===== config.mk =====
export PLATFORM = sky130hd
export DESIGN_NAME = clock_output_config
export DESIGN_NICKNAME = d
export VERILOG_FILES = /design/src/hw/clock_output_pkg.sv /design/src/hw/reg_write_if.sv /design/src/hw/clock_output_config.sv /design/src/hw/ref_output_divider.sv /design/src/hw/serial_reg_port.sv
export VERILOG_INCLUDE_DIRS = /design/src /design/src/hw
export SDC_FILE = /design/constraint.sdc
export NUM_CORES = 1
export LEC_CHECK = 0
export BUFFER_PORTS_ARGS = -buffer_cell sky130_fd_sc_hd__buf_2
export CAP_MARGIN = 15
export CORE_MARGIN = 10
export CORE_UTILIZATION = 57
export DETAILED_ROUTE_END_ITERATION = 12
export PLACE_DENSITY = 0.77
export SLEW_MARGIN = 5
export SYNTH_ARGS = -nofsm -noshare
export SYNTH_HDL_FRONTEND = slang
export SYNTH_SLANG_ARGS = --single-unit
export TNS_END_PERCENT = 100

===== constraint.sdc =====
create_clock -name clock_i -period 3.8 [get_ports clock_i]
set_clock_uncertainty 0.2 [all_clocks]
set_input_delay 0.76 -clock clock_i [delete_from_list [all_inputs] [get_ports clock_i]]
set_output_delay 0.76 -clock clock_i [all_outputs]
set_load 0.1 [all_outputs]

===== src/hw/clock_output_cfg.svh =====
/*
 Register offsets, field positions, reset values and timing counts for the
 clock output configuration block.
 Assumes inclusion by bare name from the package and design modules.
*/
// What this block does
// - Feedback divider write raises sync automatically
// - Twelve 4-bit output formats in three registers
// - Format codes: off, LVDS, LVPECL, LVCMOS pairs
// - Buffer B is LVPECL, 2-bit amplitude field
// - Buffer A on needs format and enable
// - Each reference buffer has enable bit
// - Select bit: bypass or divided reference
// - Divider code 0 is 8, 1-2 are 2
// - Divide by one only via bypass
// - Six exclusion bits keep groups from syncing
// - Participating outputs held low during sync
// - Excluded groups keep toggling during sync
// - Exclusion leaves earlier alignment untouched
// - Polarity bit sets sync pin active level
// - Asserted sync pin holds participating outputs low
// - Group divider 26 or more means extended
`ifndef CLOCK_OUTPUT_CFG_SVH
`define CLOCK_OUTPUT_CFG_SVH

`define ADDR_GROUP_LAST 5'h05
`define ADDR_FORMAT_A 5'h06
`define ADDR_FORMAT_B 5'h07
`define ADDR_FORMAT_C 5'h08
`define ADDR_REF_CTRL 5'h0A
`define ADDR_SYNC_CTRL 5'h0B
`define ADDR_FEEDBACK_DIV 5'h1E

`define FMT_LSB 16
`define GROUP_DIV_LSB 5
`define GROUP_DIV_MSB 15
`define EXT_MODE_MIN 11'h01A
`define REF_B_AMP_MSB 31
`define REF_B_AMP_LSB 30
`define REF_A_FMT_MSB 27
`define REF_A_FMT_LSB 24
`define REF_B_EN_BIT 23
`define REF_A_EN_BIT 22
`define REF_B_SEL_BIT 21
`define REF_A_SEL_BIT 20
`define REF_DIV_MSB 18
`define REF_DIV_LSB 16
`define SYNC_EXCL_LSB 20
`define SYNC_POL_BIT 16

`define REG_RESET 32'h0000_0000
`define GROUP_DIV_RESET 11'h001

`define CLOCK_PERIOD_NS 10
`define AUTO_SYNC_NS 160
`define AUTO_SYNC_CYCLES ((`AUTO_SYNC_NS + `CLOCK_PERIOD_NS - 1) / `CLOCK_PERIOD_NS)

`endif


===== src/hw/clock_output_pkg.sv =====
/*
 Types and the output format decode shared by the clock output modules.
 Assumes clock_output_cfg.svh is on the include path.
*/
`include "clock_output_cfg.svh"

package clock_output_pkg;

    typedef enum logic [3:0] {
        FMT_OFF = 4'h0, FMT_LVDS = 4'h1, FMT_PECL_0 = 4'h2, FMT_PECL_1 = 4'h3,
        FMT_PECL_2 = 4'h4, FMT_PECL_3 = 4'h5, FMT_NORM_INV = 4'h6, FMT_INV_NORM = 4'h7,
        FMT_NORM_NORM = 4'h8, FMT_INV_INV = 4'h9, FMT_LOW_NORM = 4'hA, FMT_LOW_INV = 4'hB,
        FMT_NORM_LOW = 4'hC, FMT_INV_LOW = 4'hD, FMT_LOW_LOW = 4'hE
    } main_output_format_t;

    typedef struct packed {
        logic [31:0] shift;
        logic sclk_prev;
        logic latch_prev;
        logic wr;
        logic [4:0] addr;
        logic [31:0] data;
    } serial_state_t;

    typedef struct packed {
        logic [2:0] cnt;
        logic level;
    } ref_div_state_t;

    typedef struct packed {
        logic [31:0] fmt_a;
        logic [31:0] fmt_b;
        logic [31:0] fmt_c;
        logic [31:0] ref_ctrl;
        logic [31:0] sync_ctrl;
        logic [5:0][10:0] grp_div;
        logic [5:0][10:0] grp_cnt;
        logic [7:0] auto_cnt;
        logic ref_prev;
        logic [11:0] clk_p;
        logic [11:0] clk_n;
        logic ref_a_p;
        logic ref_a_n;
        logic ref_b_p;
        logic ref_b_n;
        logic sync_on;
    } top_state_t;

    // Pin pair {p, n} for one output from its format and source clock level
    function automatic logic [1:0] fmt_pins(input logic [3:0] fmt, input logic clk);
        logic [1:0] r;
        r = 2'h0;
        case (fmt)
            4'h1, 4'h2, 4'h3, 4'h4, 4'h5, 4'h6: r = {clk, ~clk};
            4'h7: r = {~clk, clk};
            4'h8: r = {clk, clk};
            4'h9: r = {~clk, ~clk};
            4'hA: r = {1'b0, clk};
            4'hB: r = {1'b0, ~clk};
            4'hC: r = {clk, 1'b0};
            4'hD: r = {~clk, 1'b0};
            default: r = 2'h0;
        endcase
        return r;
    endfunction

endpackage


===== src/hw/reg_write_if.sv =====
/*
 Register write strobe with its address and data word.
 Assumes one clock; the strobe is a one-cycle pulse.
*/
`timescale 1ns/100ps

interface reg_write_if;
    logic wr;
    logic [4:0] addr;
    logic [31:0] data;
    modport source (output wr, output addr, output data);
    modport sink (input wr, input addr, input data);
endinterface


===== src/hw/clock_output_config.sv =====
/*
 Output side configuration of a multi-output clock generator: format of
 twelve main outputs, two reference buffers with divider, group sync.
 Assumes vco_tick_i is a one-cycle enable per VCO-derived period and all
 pins are synchronous to clock_i. Group clocks are modelled as levels.
*/
`timescale 1ns/100ps
`include "clock_output_cfg.svh"

module clock_output_config (
    input wire logic clock_i,
    input wire logic rst_i,
    input wire logic reg_clk_i,
    input wire logic reg_data_i,
    input wire logic reg_latch_i,
    input wire logic vco_tick_i,
    input wire logic reference_input_i,
    input wire logic sync_pin_i,
    output logic [11:0] main_clock_output_p_o,
    output logic [11:0] main_clock_output_n_o,
    output logic ref_buffer_a_p_o,
    output logic ref_buffer_a_n_o,
    output logic ref_buffer_b_p_o,
    output logic ref_buffer_b_n_o,
    output logic [1:0] ref_buffer_b_amplitude_o,
    output logic [5:0] group_extended_mode_o,
    output logic sync_active_o
);
    reg_write_if wr_bus ();
    clock_output_pkg::top_state_t s_q, s_d;
    logic ref_div;
    logic ref_edge;
    logic pin_sync;
    logic sync_now;
    logic part;
    logic level;
    logic ref_a_src;
    logic ref_b_src;
    logic [10:0] div_eff;
    logic [1:0] pins;
    logic [3:0] fmt;
    logic [31:0] bank;

    serial_reg_port port_u (
        .clock_i(clock_i),
        .rst_i(rst_i),
        .reg_clk_i(reg_clk_i),
        .reg_data_i(reg_data_i),
        .reg_latch_i(reg_latch_i),
        .wr_o(wr_bus.source)
    );

    ref_output_divider div_u (
        .clock_i(clock_i),
        .rst_i(rst_i),
        .ref_edge_i(ref_edge),
        .code_i(s_q.ref_ctrl[`REF_DIV_MSB:`REF_DIV_LSB]),
        .div_o(ref_div)
    );

    assign ref_edge = reference_input_i & ~s_q.ref_prev;

    always_comb
    begin
        s_d = s_q;
        s_d.ref_prev = reference_input_i;
        div_eff = 11'h001;
        part = 1'b0;
        level = 1'b0;
        pins = 2'h0;
        fmt = 4'h0;
        bank = '0;
        if (s_q.auto_cnt != 8'h00)
        begin
            s_d.auto_cnt = s_q.auto_cnt - 8'h01;
        end
        // Register nine and other addresses are taken and dropped here
        if (wr_bus.wr)
        begin
            if (wr_bus.addr <= `ADDR_GROUP_LAST)
            begin
                s_d.grp_div[wr_bus.addr[2:0]] = wr_bus.data[`GROUP_DIV_MSB:`GROUP_DIV_LSB];
            end
            else if (wr_bus.addr == `ADDR_FORMAT_A)
            begin
                s_d.fmt_a = wr_bus.data;
            end
            else if (wr_bus.addr == `ADDR_FORMAT_B)
            begin
                s_d.fmt_b = wr_bus.data;
            end
            else if (wr_bus.addr == `ADDR_FORMAT_C)
            begin
                s_d.fmt_c = wr_bus.data;
            end
            else if (wr_bus.addr == `ADDR_REF_CTRL)
            begin
                s_d.ref_ctrl = wr_bus.data;
            end
            else if (wr_bus.addr == `ADDR_SYNC_CTRL)
            begin
                s_d.sync_ctrl = wr_bus.data;
            end
            else if (wr_bus.addr == `ADDR_FEEDBACK_DIV)
            begin
                s_d.auto_cnt = 8'(`AUTO_SYNC_CYCLES);
            end
        end

        // Polarity is applied before the pin counts as asserted
        pin_sync = sync_pin_i ^ s_q.sync_ctrl[`SYNC_POL_BIT];
        sync_now = pin_sync | (s_q.auto_cnt != 8'h00);
        s_d.sync_on = sync_now;

        for (int g = 0; g < 6; g++)
        begin
            div_eff = (s_q.grp_div[g] == 11'h000) ? 11'h001 : s_q.grp_div[g];
            part = sync_now & ~s_q.sync_ctrl[`SYNC_EXCL_LSB + g];
            // Holding the counter at zero for the whole sync is what aligns the groups;
            // excluded groups keep their count, so old alignment survives
            if (part)
            begin
                s_d.grp_cnt[g] = 11'h000;
            end
            else if (vco_tick_i)
            begin
                if (s_q.grp_cnt[g] + 11'h001 >= div_eff)
                begin
                    s_d.grp_cnt[g] = 11'h000;
                end
                else
                begin
                    s_d.grp_cnt[g] = s_q.grp_cnt[g] + 11'h001;
                end
            end
            // One extra bit so a divider of 2047 does not wrap the half period to zero
            level = ~part & ({1'b0, s_q.grp_cnt[g]} < (({1'b0, div_eff} + 12'h001) >> 1));
            for (int k = 0; k < 2; k++)
            begin
                if (g < 2)
                begin
                    bank = s_q.fmt_a;
                end
                else if (g < 4)
                begin
                    bank = s_q.fmt_b;
                end
                else
                begin
                    bank = s_q.fmt_c;
                end
                fmt = bank[`FMT_LSB + 4 * ((2 * g + k) % 4) +: 4];
                pins = clock_output_pkg::fmt_pins(fmt, level);
                s_d.clk_p[2 * g + k] = pins[1];
                s_d.clk_n[2 * g + k] = pins[0];
            end
        end

        ref_a_src = s_q.ref_ctrl[`REF_A_SEL_BIT] ? ref_div : reference_input_i;
        ref_b_src = s_q.ref_ctrl[`REF_B_SEL_BIT] ? ref_div : reference_input_i;
        pins = clock_output_pkg::fmt_pins(s_q.ref_ctrl[`REF_A_FMT_MSB:`REF_A_FMT_LSB], ref_a_src);
        if (!s_q.ref_ctrl[`REF_A_EN_BIT])
        begin
            pins = 2'h0;
        end
        s_d.ref_a_p = pins[1];
        s_d.ref_a_n = pins[0];
        // Buffer B has no format choice: enabled means differential LVPECL
        s_d.ref_b_p = s_q.ref_ctrl[`REF_B_EN_BIT] & ref_b_src;
        s_d.ref_b_n = s_q.ref_ctrl[`REF_B_EN_BIT] & ~ref_b_src;
    end

    always_ff @(posedge clock_i)
    begin
        if (rst_i)
        begin
            s_q <= '0;
            s_q.fmt_a <= `REG_RESET;
            s_q.fmt_b <= `REG_RESET;
            s_q.fmt_c <= `REG_RESET;
            s_q.ref_ctrl <= `REG_RESET;
            s_q.sync_ctrl <= `REG_RESET;
            s_q.grp_div <= {6{`GROUP_DIV_RESET}};
        end
        else
        begin
            s_q <= s_d;
        end
    end

    always_comb
    begin
        for (int g = 0; g < 6; g++)
        begin
            group_extended_mode_o[g] = (s_q.grp_div[g] >= `EXT_MODE_MIN);
        end
    end

    assign main_clock_output_p_o = s_q.clk_p;
    assign main_clock_output_n_o = s_q.clk_n;
    assign ref_buffer_a_p_o = s_q.ref_a_p;
    assign ref_buffer_a_n_o = s_q.ref_a_n;
    assign ref_buffer_b_p_o = s_q.ref_b_p;
    assign ref_buffer_b_n_o = s_q.ref_b_n;
    assign ref_buffer_b_amplitude_o = s_q.ref_ctrl[`REF_B_AMP_MSB:`REF_B_AMP_LSB];
    assign sync_active_o = s_q.sync_on;
endmodule


===== src/hw/ref_output_divider.sv =====
/*
 Shared reference output divider, counting reference rising edges.
 Assumes ref_edge_i is a one-cycle pulse per reference period. Odd ratios
 give a short high phase: a 50% duty would need the falling edge too.
*/
`timescale 1ns/100ps

module ref_output_divider (
    input wire logic clock_i,
    input wire logic rst_i,
    input wire logic ref_edge_i,
    input wire logic [2:0] code_i,
    output logic div_o
);
    clock_output_pkg::ref_div_state_t s_q, s_d;
    logic [3:0] ratio;

    always_comb
    begin
        // No code gives a ratio of one; that is the bypass path's job
        if (code_i == 3'h0)
        begin
            ratio = 4'h8;
        end
        else if (code_i == 3'h1)
        begin
            ratio = 4'h2;
        end
        else
        begin
            ratio = {1'b0, code_i};
        end
        s_d = s_q;
        if (ref_edge_i)
        begin
            if ({1'b0, s_q.cnt} + 4'h1 >= ratio)
            begin
                s_d.cnt = 3'h0;
            end
            else
            begin
                s_d.cnt = s_q.cnt + 3'h1;
            end
        end
        s_d.level = ({1'b0, s_d.cnt} < {1'b0, ratio[3:1]});
    end

    always_ff @(posedge clock_i)
    begin
        if (rst_i)
        begin
            s_q <= '0;
        end
        else
        begin
            s_q <= s_d;
        end
    end

    assign div_o = s_q.level;
endmodule


===== src/hw/serial_reg_port.sv =====
/*
 Serial register port: shifts 32 bits MSB first on serial clock rising
 edges; a latch rising edge presents the word, address in bits 4:0.
 Assumes pins already synchronous to clock_i and slower than it.
*/
`timescale 1ns/100ps

module serial_reg_port (
    input wire logic clock_i,
    input wire logic rst_i,
    input wire logic reg_clk_i,
    input wire logic reg_data_i,
    input wire logic reg_latch_i,
    reg_write_if.source wr_o
);
    clock_output_pkg::serial_state_t s_q, s_d;

    always_comb
    begin
        s_d = s_q;
        s_d.wr = 1'b0;
        s_d.sclk_prev = reg_clk_i;
        s_d.latch_prev = reg_latch_i;
        if (reg_clk_i && !s_q.sclk_prev)
        begin
            s_d.shift = {s_q.shift[30:0], reg_data_i};
        end
        if (reg_latch_i && !s_q.latch_prev)
        begin
            s_d.wr = 1'b1;
            s_d.addr = s_q.shift[4:0];
            s_d.data = s_q.shift;
        end
    end

    always_ff @(posedge clock_i)
    begin
        if (rst_i)
        begin
            s_q <= '0;
        end
        else
        begin
            s_q <= s_d;
        end
    end

    assign wr_o.wr = s_q.wr;
    assign wr_o.addr = s_q.addr;
    assign wr_o.data = s_q.data;
endmodule

==> flow_summary.toml, run 1 <==
[timing]
fmax_mhz = 271.9
fin_tns_setup_ns = 0
fin_crit_sh_pct = 96.78
report.final.slew_viol_count = 0
max_slew_margin_pct = 35.73
fin_crit_ns = 3.677
worst_pin_slew_ns = 0.9605
hold_viol_final = 0
finalSetupViolCount = 0

[clock_network]
clockBufferDepth = 3
cts.sinks = 309
numCtsBuffers = 35
cts_tree = "yes"
postCtsHoldBufs = 0
clk_latency_ns = 0.53
clockRootBuffer = "clkbuf_16"
htreeDepth = 2
clk_pin_slew_worst_paths_ns = 0.06

[worst_hold_path]
min_from = "port_u.s_q[38]$_SDFF_PP0_"
hold_depth = 1
whs_endpoint = "port_u.wr_o.wr$_SDFF_PP0_"
hold_path.class = "flop to flop"

[global_route]
globalRoute.totalOverflow = 0
grt_pass1_wl_um = 71100
globalRouteTotalUtil_pct = 21.58
grt_max_degree = 85
grt_pass1_vias = 14600
grt_antenna_before_repair = 0

[cells_and_area]
syn2layout_area_growth_pct = 12.07
finalNonFillerCells = 2617
antenna_cells = 0
drive_gt1_share_pct = 11.35
layout.nets = 2346
multi_input_area_um2 = 10770
fill_cells = 2481
final-seq-area_um2 = 6192
final_core_util_pct = 64.63
stdcell_area_um2 = 19720

[logic_synthesis]
yosysTopAreaCell = "dfxtp_1"
synth_cell_type_count = 65
ys_warn_count = 0
synth-edff-count = 0
ys_seq_elements = 309
yosysMostFrequentCell = "nand2_1"
syn_area_um2 = 17600
synth_ff_type = "dfxtp_1"
synth_fp_nets = 2321
avgSynthCellArea_um2 = 8.101
synthTopCellsByArea = "dfxtp_1, ha_1, nand2_1"
syn_inst = 2172
ys_seq_area_share_pct = 35.16
synthArstFlopShare_pct = 0
synth.top_cell.area_share_pct = 35.16
ys_top_cells_by_count = "nand2_1, dfxtp_1, a21oi_1"

[route]
vias_per_cell = 5.930
first_iter_violations = 996
wl_per_cell_um = 17.11
firstDrtPassIters = 5
drc = 0
wirelength_um = 44770
postRouteAntennaNets = 0
vias = 15520

[placement]
routabilityCongestion = 0.9321
placedCellCount = 2537
placed_area_um2 = 18130
hpwl_um = 30490
portBuffers = 44

[worst_setup_path]
r2r_start = "s_q[116]$_SDFFE_PP0P_"
path_max_fanout = 7
r2r-end = "main_clock_output_n_o[3]$_SDFF_PP0_"
critPathArrivalTime_ns = 3.93
cp-end-kind = "flop"
r2r_cells = 13
rrSetupSlack_ns = 0.12
worstSetupStartpointType = "flop"
cp.required_ns = 4.06
crit_type = "flop to flop"

[outcome]
outcome = "finished clean"

[floorplanning]
dieArea_um2 = 38300
core-area_um2 = 30510
start_util_pct = 57.67
die_w_um = 195.7
die_height_um = 195.7
rows = 64
pin_count = 45

[job]
drv_cap = 0

[pwr]
peakVddDrop_mv = 0.4062
power_density_nw_per_um2 = 384.7
power_leakage_uw = 0.007834
[metrics by stage]
stage	setup WS (ns)	hold slack, ns	total power (uW)
after global routing	-0.1240	0.2765	7829
after CTS	0.02480	0.2538	7552
after global placement	0.04375	0.2400	4154
after detailed placement	-0.06891	0.2442	4179
final	0.1225	0.2506	7587
after floorplan	0.1610	0.2059	4028
[area by class of cell]
type / instances / area share [%]
multi-input cells: 1647 / 54.62
flip-flops and latches: 309 / 31.40
clock buffers: 48 / 4.892
inverters: 99 / 1.885
repair buffers: 105 / 3.763
clock inverters: 13 / 0.9264
well taps: 396 / 2.513
[how the worst max path moves through the flow]
stage                     slack (ns)  cells past startpoint                   from                              endpoint
after floorplan                 0.16                     14  s_q[105]$_SDFFE_PP0P_   main_clock_output_n_o[0]$_SDFF_PP0_
after global placement          0.04                     14  s_q[117]$_SDFFE_PP0P_   main_clock_output_n_o[3]$_SDFF_PP0_
after detailed placement       -0.07                     14  s_q[117]$_SDFFE_PP0P_   main_clock_output_n_o[3]$_SDFF_PP0_
after CTS                       0.02                     14  s_q[117]$_SDFFE_PP0P_   main_clock_output_n_o[3]$_SDFF_PP0_
after global routing           -0.12                     16  s_q[159]$_SDFFE_PP1P_  main_clock_output_p_o[10]$_SDFF_PP0_
final                           0.12                     13  s_q[116]$_SDFFE_PP0P_   main_clock_output_n_o[3]$_SDFF_PP0_
[where the power goes]
group | internal [uW] | switching (uW)
logic | 310 | 537
clock network | 2000 | 1400
registers | 3290 | 52.5
total | 5600 | 1990
[sequential cells by signal (all words and copies together) (netlist names)]
| register | cells |
|---|---|
| s_q | 191 |
| port_u.s_q | 34 |
| port_u.wr_o.data | 32 |
| bank | 16 |
| main_clock_output_n_o | 12 |
| main_clock_output_p_o | 12 |
| div_u.s_q | 3 |
| ref_buffer_b_amplitude_o | 2 |
| div_u.div_o | 1 |
| port_u.wr_o.wr | 1 |
| ref_buffer_a_n_o | 1 |
| ref_buffer_a_p_o | 1 |
| ref_buffer_b_n_o | 1 |
| ref_buffer_b_p_o | 1 |
| sync_active_o | 1 |
[layer usage]
| layer | GRT usage (%) | vias to the layer above | share of wire (%) |
|---|---|---|---|
| met5 | 0 | - | 0 |
| met1 | 27.05 | 7374 | 43 |
| met3 | 2.882 | 106 | 5.0 |
| met4 | 6.985 | 0 | 3.6 |
| met2 | 37.40 | 406 | 49 |
| li1 | - | 7634 | - |
[cells by family after synthesis]
logic type | synth area share, %
fa+ha+maj | 10.03
simple gates | 22.17
xor+xnor | 5.575
compound gates | 17.36
flops | 35.16
buf+inv | 5.376
mux | 4.338
[critical path: stages (launching register included)]
cell	delay, ns
dfxtp_1	0.34
and3_4	0.21
nand2_2	0.10
nor3_4	0.23
nand4_1	0.16
or3_1	0.34
ha_1	0.30
nand4_1	0.17
or4_4	0.46
o221ai_4	0.21
buf_12	0.15
nor4_4	0.06
or4_1	0.51
a31oi_1	0.17
[placed cells by master, fill, tap and decap left out, types with 9 or more instances in the layout]
cell,count
o21a_1,10
dfxtp_1,304
or4_1,11
a311oi_1,12
clkbuf_1,9
a31o_2,17
or2_2,12
nor2_1,173
a31oi_1,19
o21ai_0,27
and3_1,33
inv_1,99
xor2_1,24
nor4_1,13
nand4_1,22
a22o_1,30
a21oi_1,236
nor2b_1,12
a211o_1,10
ha_1,140
nand3_1,84
nand2b_1,28
a21o_1,25
mux2i_1,74
o211ai_1,15
buf_2,43
buf_4,55
xnor2_1,88
clkbuf_16,35
nor3_1,14
nand2_1,372
[what timing repair did]
action,CTS,global route
endpoints found under the setup margin,4,27
setup buffers,0,16
resized for setup,2,54
cloned,0,3
pin swaps,0,35
Note: power is estimated with default switching activity, not from simulation.
==> run 2: changes to the inputs <==
CTS_BUF_LIST = sky130_fd_sc_hd__clkbuf_16   (was default)
PLACE_DENSITY = 0.81   (was 0.77)
==> flow_summary.toml, run 2 (synthesized netlist as in run 1, its figures left out) <==
[outcome]
outcome = "finished clean"

[floorplanning]
core-area_um2 = 30510
start_util_pct = 57.67
die_w_um = 195.7
dieArea_um2 = 38300
rows = 64
die_height_um = 195.7
pin_count = 45

[timing]
max_slew_margin_pct = 39.80
fin_ws_ns = 0.07030
report.final.slew_viol_count = 0
hold_viol_final = 0
fin_crit_ns = 3.730
fin_tns_setup_ns = 0
finalSetupViolCount = 0
worst_pin_slew_ns = 0.8997
fmax_mhz = 268.1
fin_crit_sh_pct = 98.15

[clock_network]
clockBufferDepth = 3
numCtsBuffers = 34
clk_pin_slew_worst_paths_ns = 0.06
postCtsHoldBufs = 0
cts.sinks = 309
clockRootBuffer = "clkbuf_16"
clk_latency_ns = 0.53
cts_tree = "yes"
htreeDepth = 2

[worst_setup_path]
worstSetupStartpointType = "flop"
cpLargestDelayFamily = "simple AND/OR/NAND/NOR gates"
slowest_stage = "or4_1"
cp-end-kind = "flop"
cp.required_ns = 4.05
path_max_fanout = 6
crit_buf_inv = 0
crit_type = "flop to flop"
cpPeakStageDelay_ns = 0.62
critPathArrivalTime_ns = 3.98
crit_chain = "and3_4 > nand2_2 > nor3_4 > nand4_1 > or3_1 > ha_1 > nand4_1 > or4_1 > o221ai_4 > nor4_4 > or4_1 > a31oi_1"

[cells_and_area]
largest_reg_flops = 191
final_common_cell = "nand2_1"
drive_gt1_share_pct = 11.91
layout.nets = 2350
fill_cells = 2440
layout_common_cells = "nand2_1, dfxtp_1, a21oi_1, nor2_1, ha_1"
top_register = "s_q"
antenna_cells = 0
syn2layout_area_growth_pct = 12.22

[route]
first_iter_violations = 1300
wl_per_cell_um = 17.25
drc = 0
vias_per_cell = 5.964
firstDrtPassIters = 7
wirelength_um = 45210
vias = 15630
postRouteAntennaNets = 0

[placement]
dp_slack_ns = -0.1171
hpwl_um = 30280
portBuffers = 44
routabilityCongestion = 0.8820

[global_route]
globalRoute.totalOverflow = 0
globalRouteTotalUtil_pct = 21.48
grt_antenna_before_repair = 0
grt_pass1_vias = 14880
grt_max_degree = 107
grt_pass1_wl_um = 71250

[pwr]
power_leakage_uw = 0.007882
power_density_nw_per_um2 = 386.0
peakVddDrop_mv = 0.4466

[worst_hold_path]
hold_path.class = "flop to flop"

[job]
drv_cap = 0
-- run 2: cell types whose count changed in the layout (fill, tap and decap cells not counted), moves of 3 or more --
| cell | before | now |
|---|---|---|
| nand2_2 | 2 | 5 |
| clkbuf_8 | 4 | 0 |
| buf_12 | 4 | 1 |
| buf_4 | 55 | 63 |
| clkinvlp_4 | 2 | 5 |
| clkinv_1 | 0 | 5 |
| nand2_1 | 372 | 369 |
| clkbuf_1 | 9 | 0 |
-- run 2: path summary, 6_finish.rpt --
| check | depth (start not counted) | endpoint | slack, ns | from |
|---|---|---|---|---|
| worst max register to register | 12 | main_clock_output_n_o[2]$_SDFF_PP0_ | 0.07 | s_q[117]$_SDFFE_PP0P_ |
| worst min register to register | 1 | port_u.wr_o.wr$_SDFF_PP0_ | 0.25 | port_u.s_q[38]$_SDFF_PP0_ |
| worst max-delay path | 12 | main_clock_output_n_o[2]$_SDFF_PP0_ | 0.07 | s_q[117]$_SDFFE_PP0P_ |
| worst min-delay path | 1 | port_u.wr_o.wr$_SDFF_PP0_ | 0.25 | port_u.s_q[38]$_SDFF_PP0_ |
-- run 2: report_power, final --
part | switching [uW] | internal [uW]
clock network | 1410 | 2000
registers | 53.3 | 3290
logic | 543 | 327
total | 2000 | 5620
-- run 2: worst register-to-register path, cell delays in order (launching register included) --
cell and delay (ns):
dfxtp_1 0.33, and3_4 0.21, nand2_2 0.10, nor3_4 0.26, nand4_1 0.16, or3_1 0.34
ha_1 0.30, nand4_1 0.20, or4_1 0.62, o221ai_4 0.11, nor4_4 0.11, or4_1 0.52
a31oi_1 0.21
-- run 2: repair_timing --
item / CTS / global route
gates cloned: 0 / 4
pin swaps: 0 / 39
setup buffers: 0 / 21
endpoints found under the setup margin: 6 / 28
resized for setup: 5 / 60
-- run 2: layout make-up --
class	count	area, um^2	share of cell area (%)
Inverter	99	371.6	1.882
Multi-Input combinational cell	1648	10800	54.68
Timing Repair Buffer	109	730.7	3.701
Clock buffer	34	850.8	4.309
Tap cell	396	495.5	2.509
Sequential cell	309	6197	31.39
Clock inverter	26	302.8	1.533
-- run 2: through the flow --
| step | cell area [um^2] | util [%] | power, uW | hold slack [ns] | std cells |
|---|---|---|---|---|---|
| after floorplan | 17600 | - | 4028 | 0.2059 | 2172 |
| after global placement | 18100 | 59.32 | 4147 | 0.2341 | 2536 |
| after detailed placement | 18100 | 59.32 | 4179 | 0.2405 | 2536 |
| after CTS | 19270 | 63.17 | 7555 | 0.2511 | 2596 |
| after global routing | 19750 | 64.72 | 7874 | 0.2747 | 2621 |
| final | 19750 | 64.72 | 7621 | 0.2530 | 2621 |
-- run 2: per-layer routing --
metal	share of wire [%]	GRT usage, %	wire length [um]	vias to the layer above
li1	-	-	-	7643
met1	42	26.35	19100	7398
met5	0	0	0	-
met3	5.6	3.154	2549	126
met2	48	37.58	21790	464
met4	3.9	7.240	1770	0
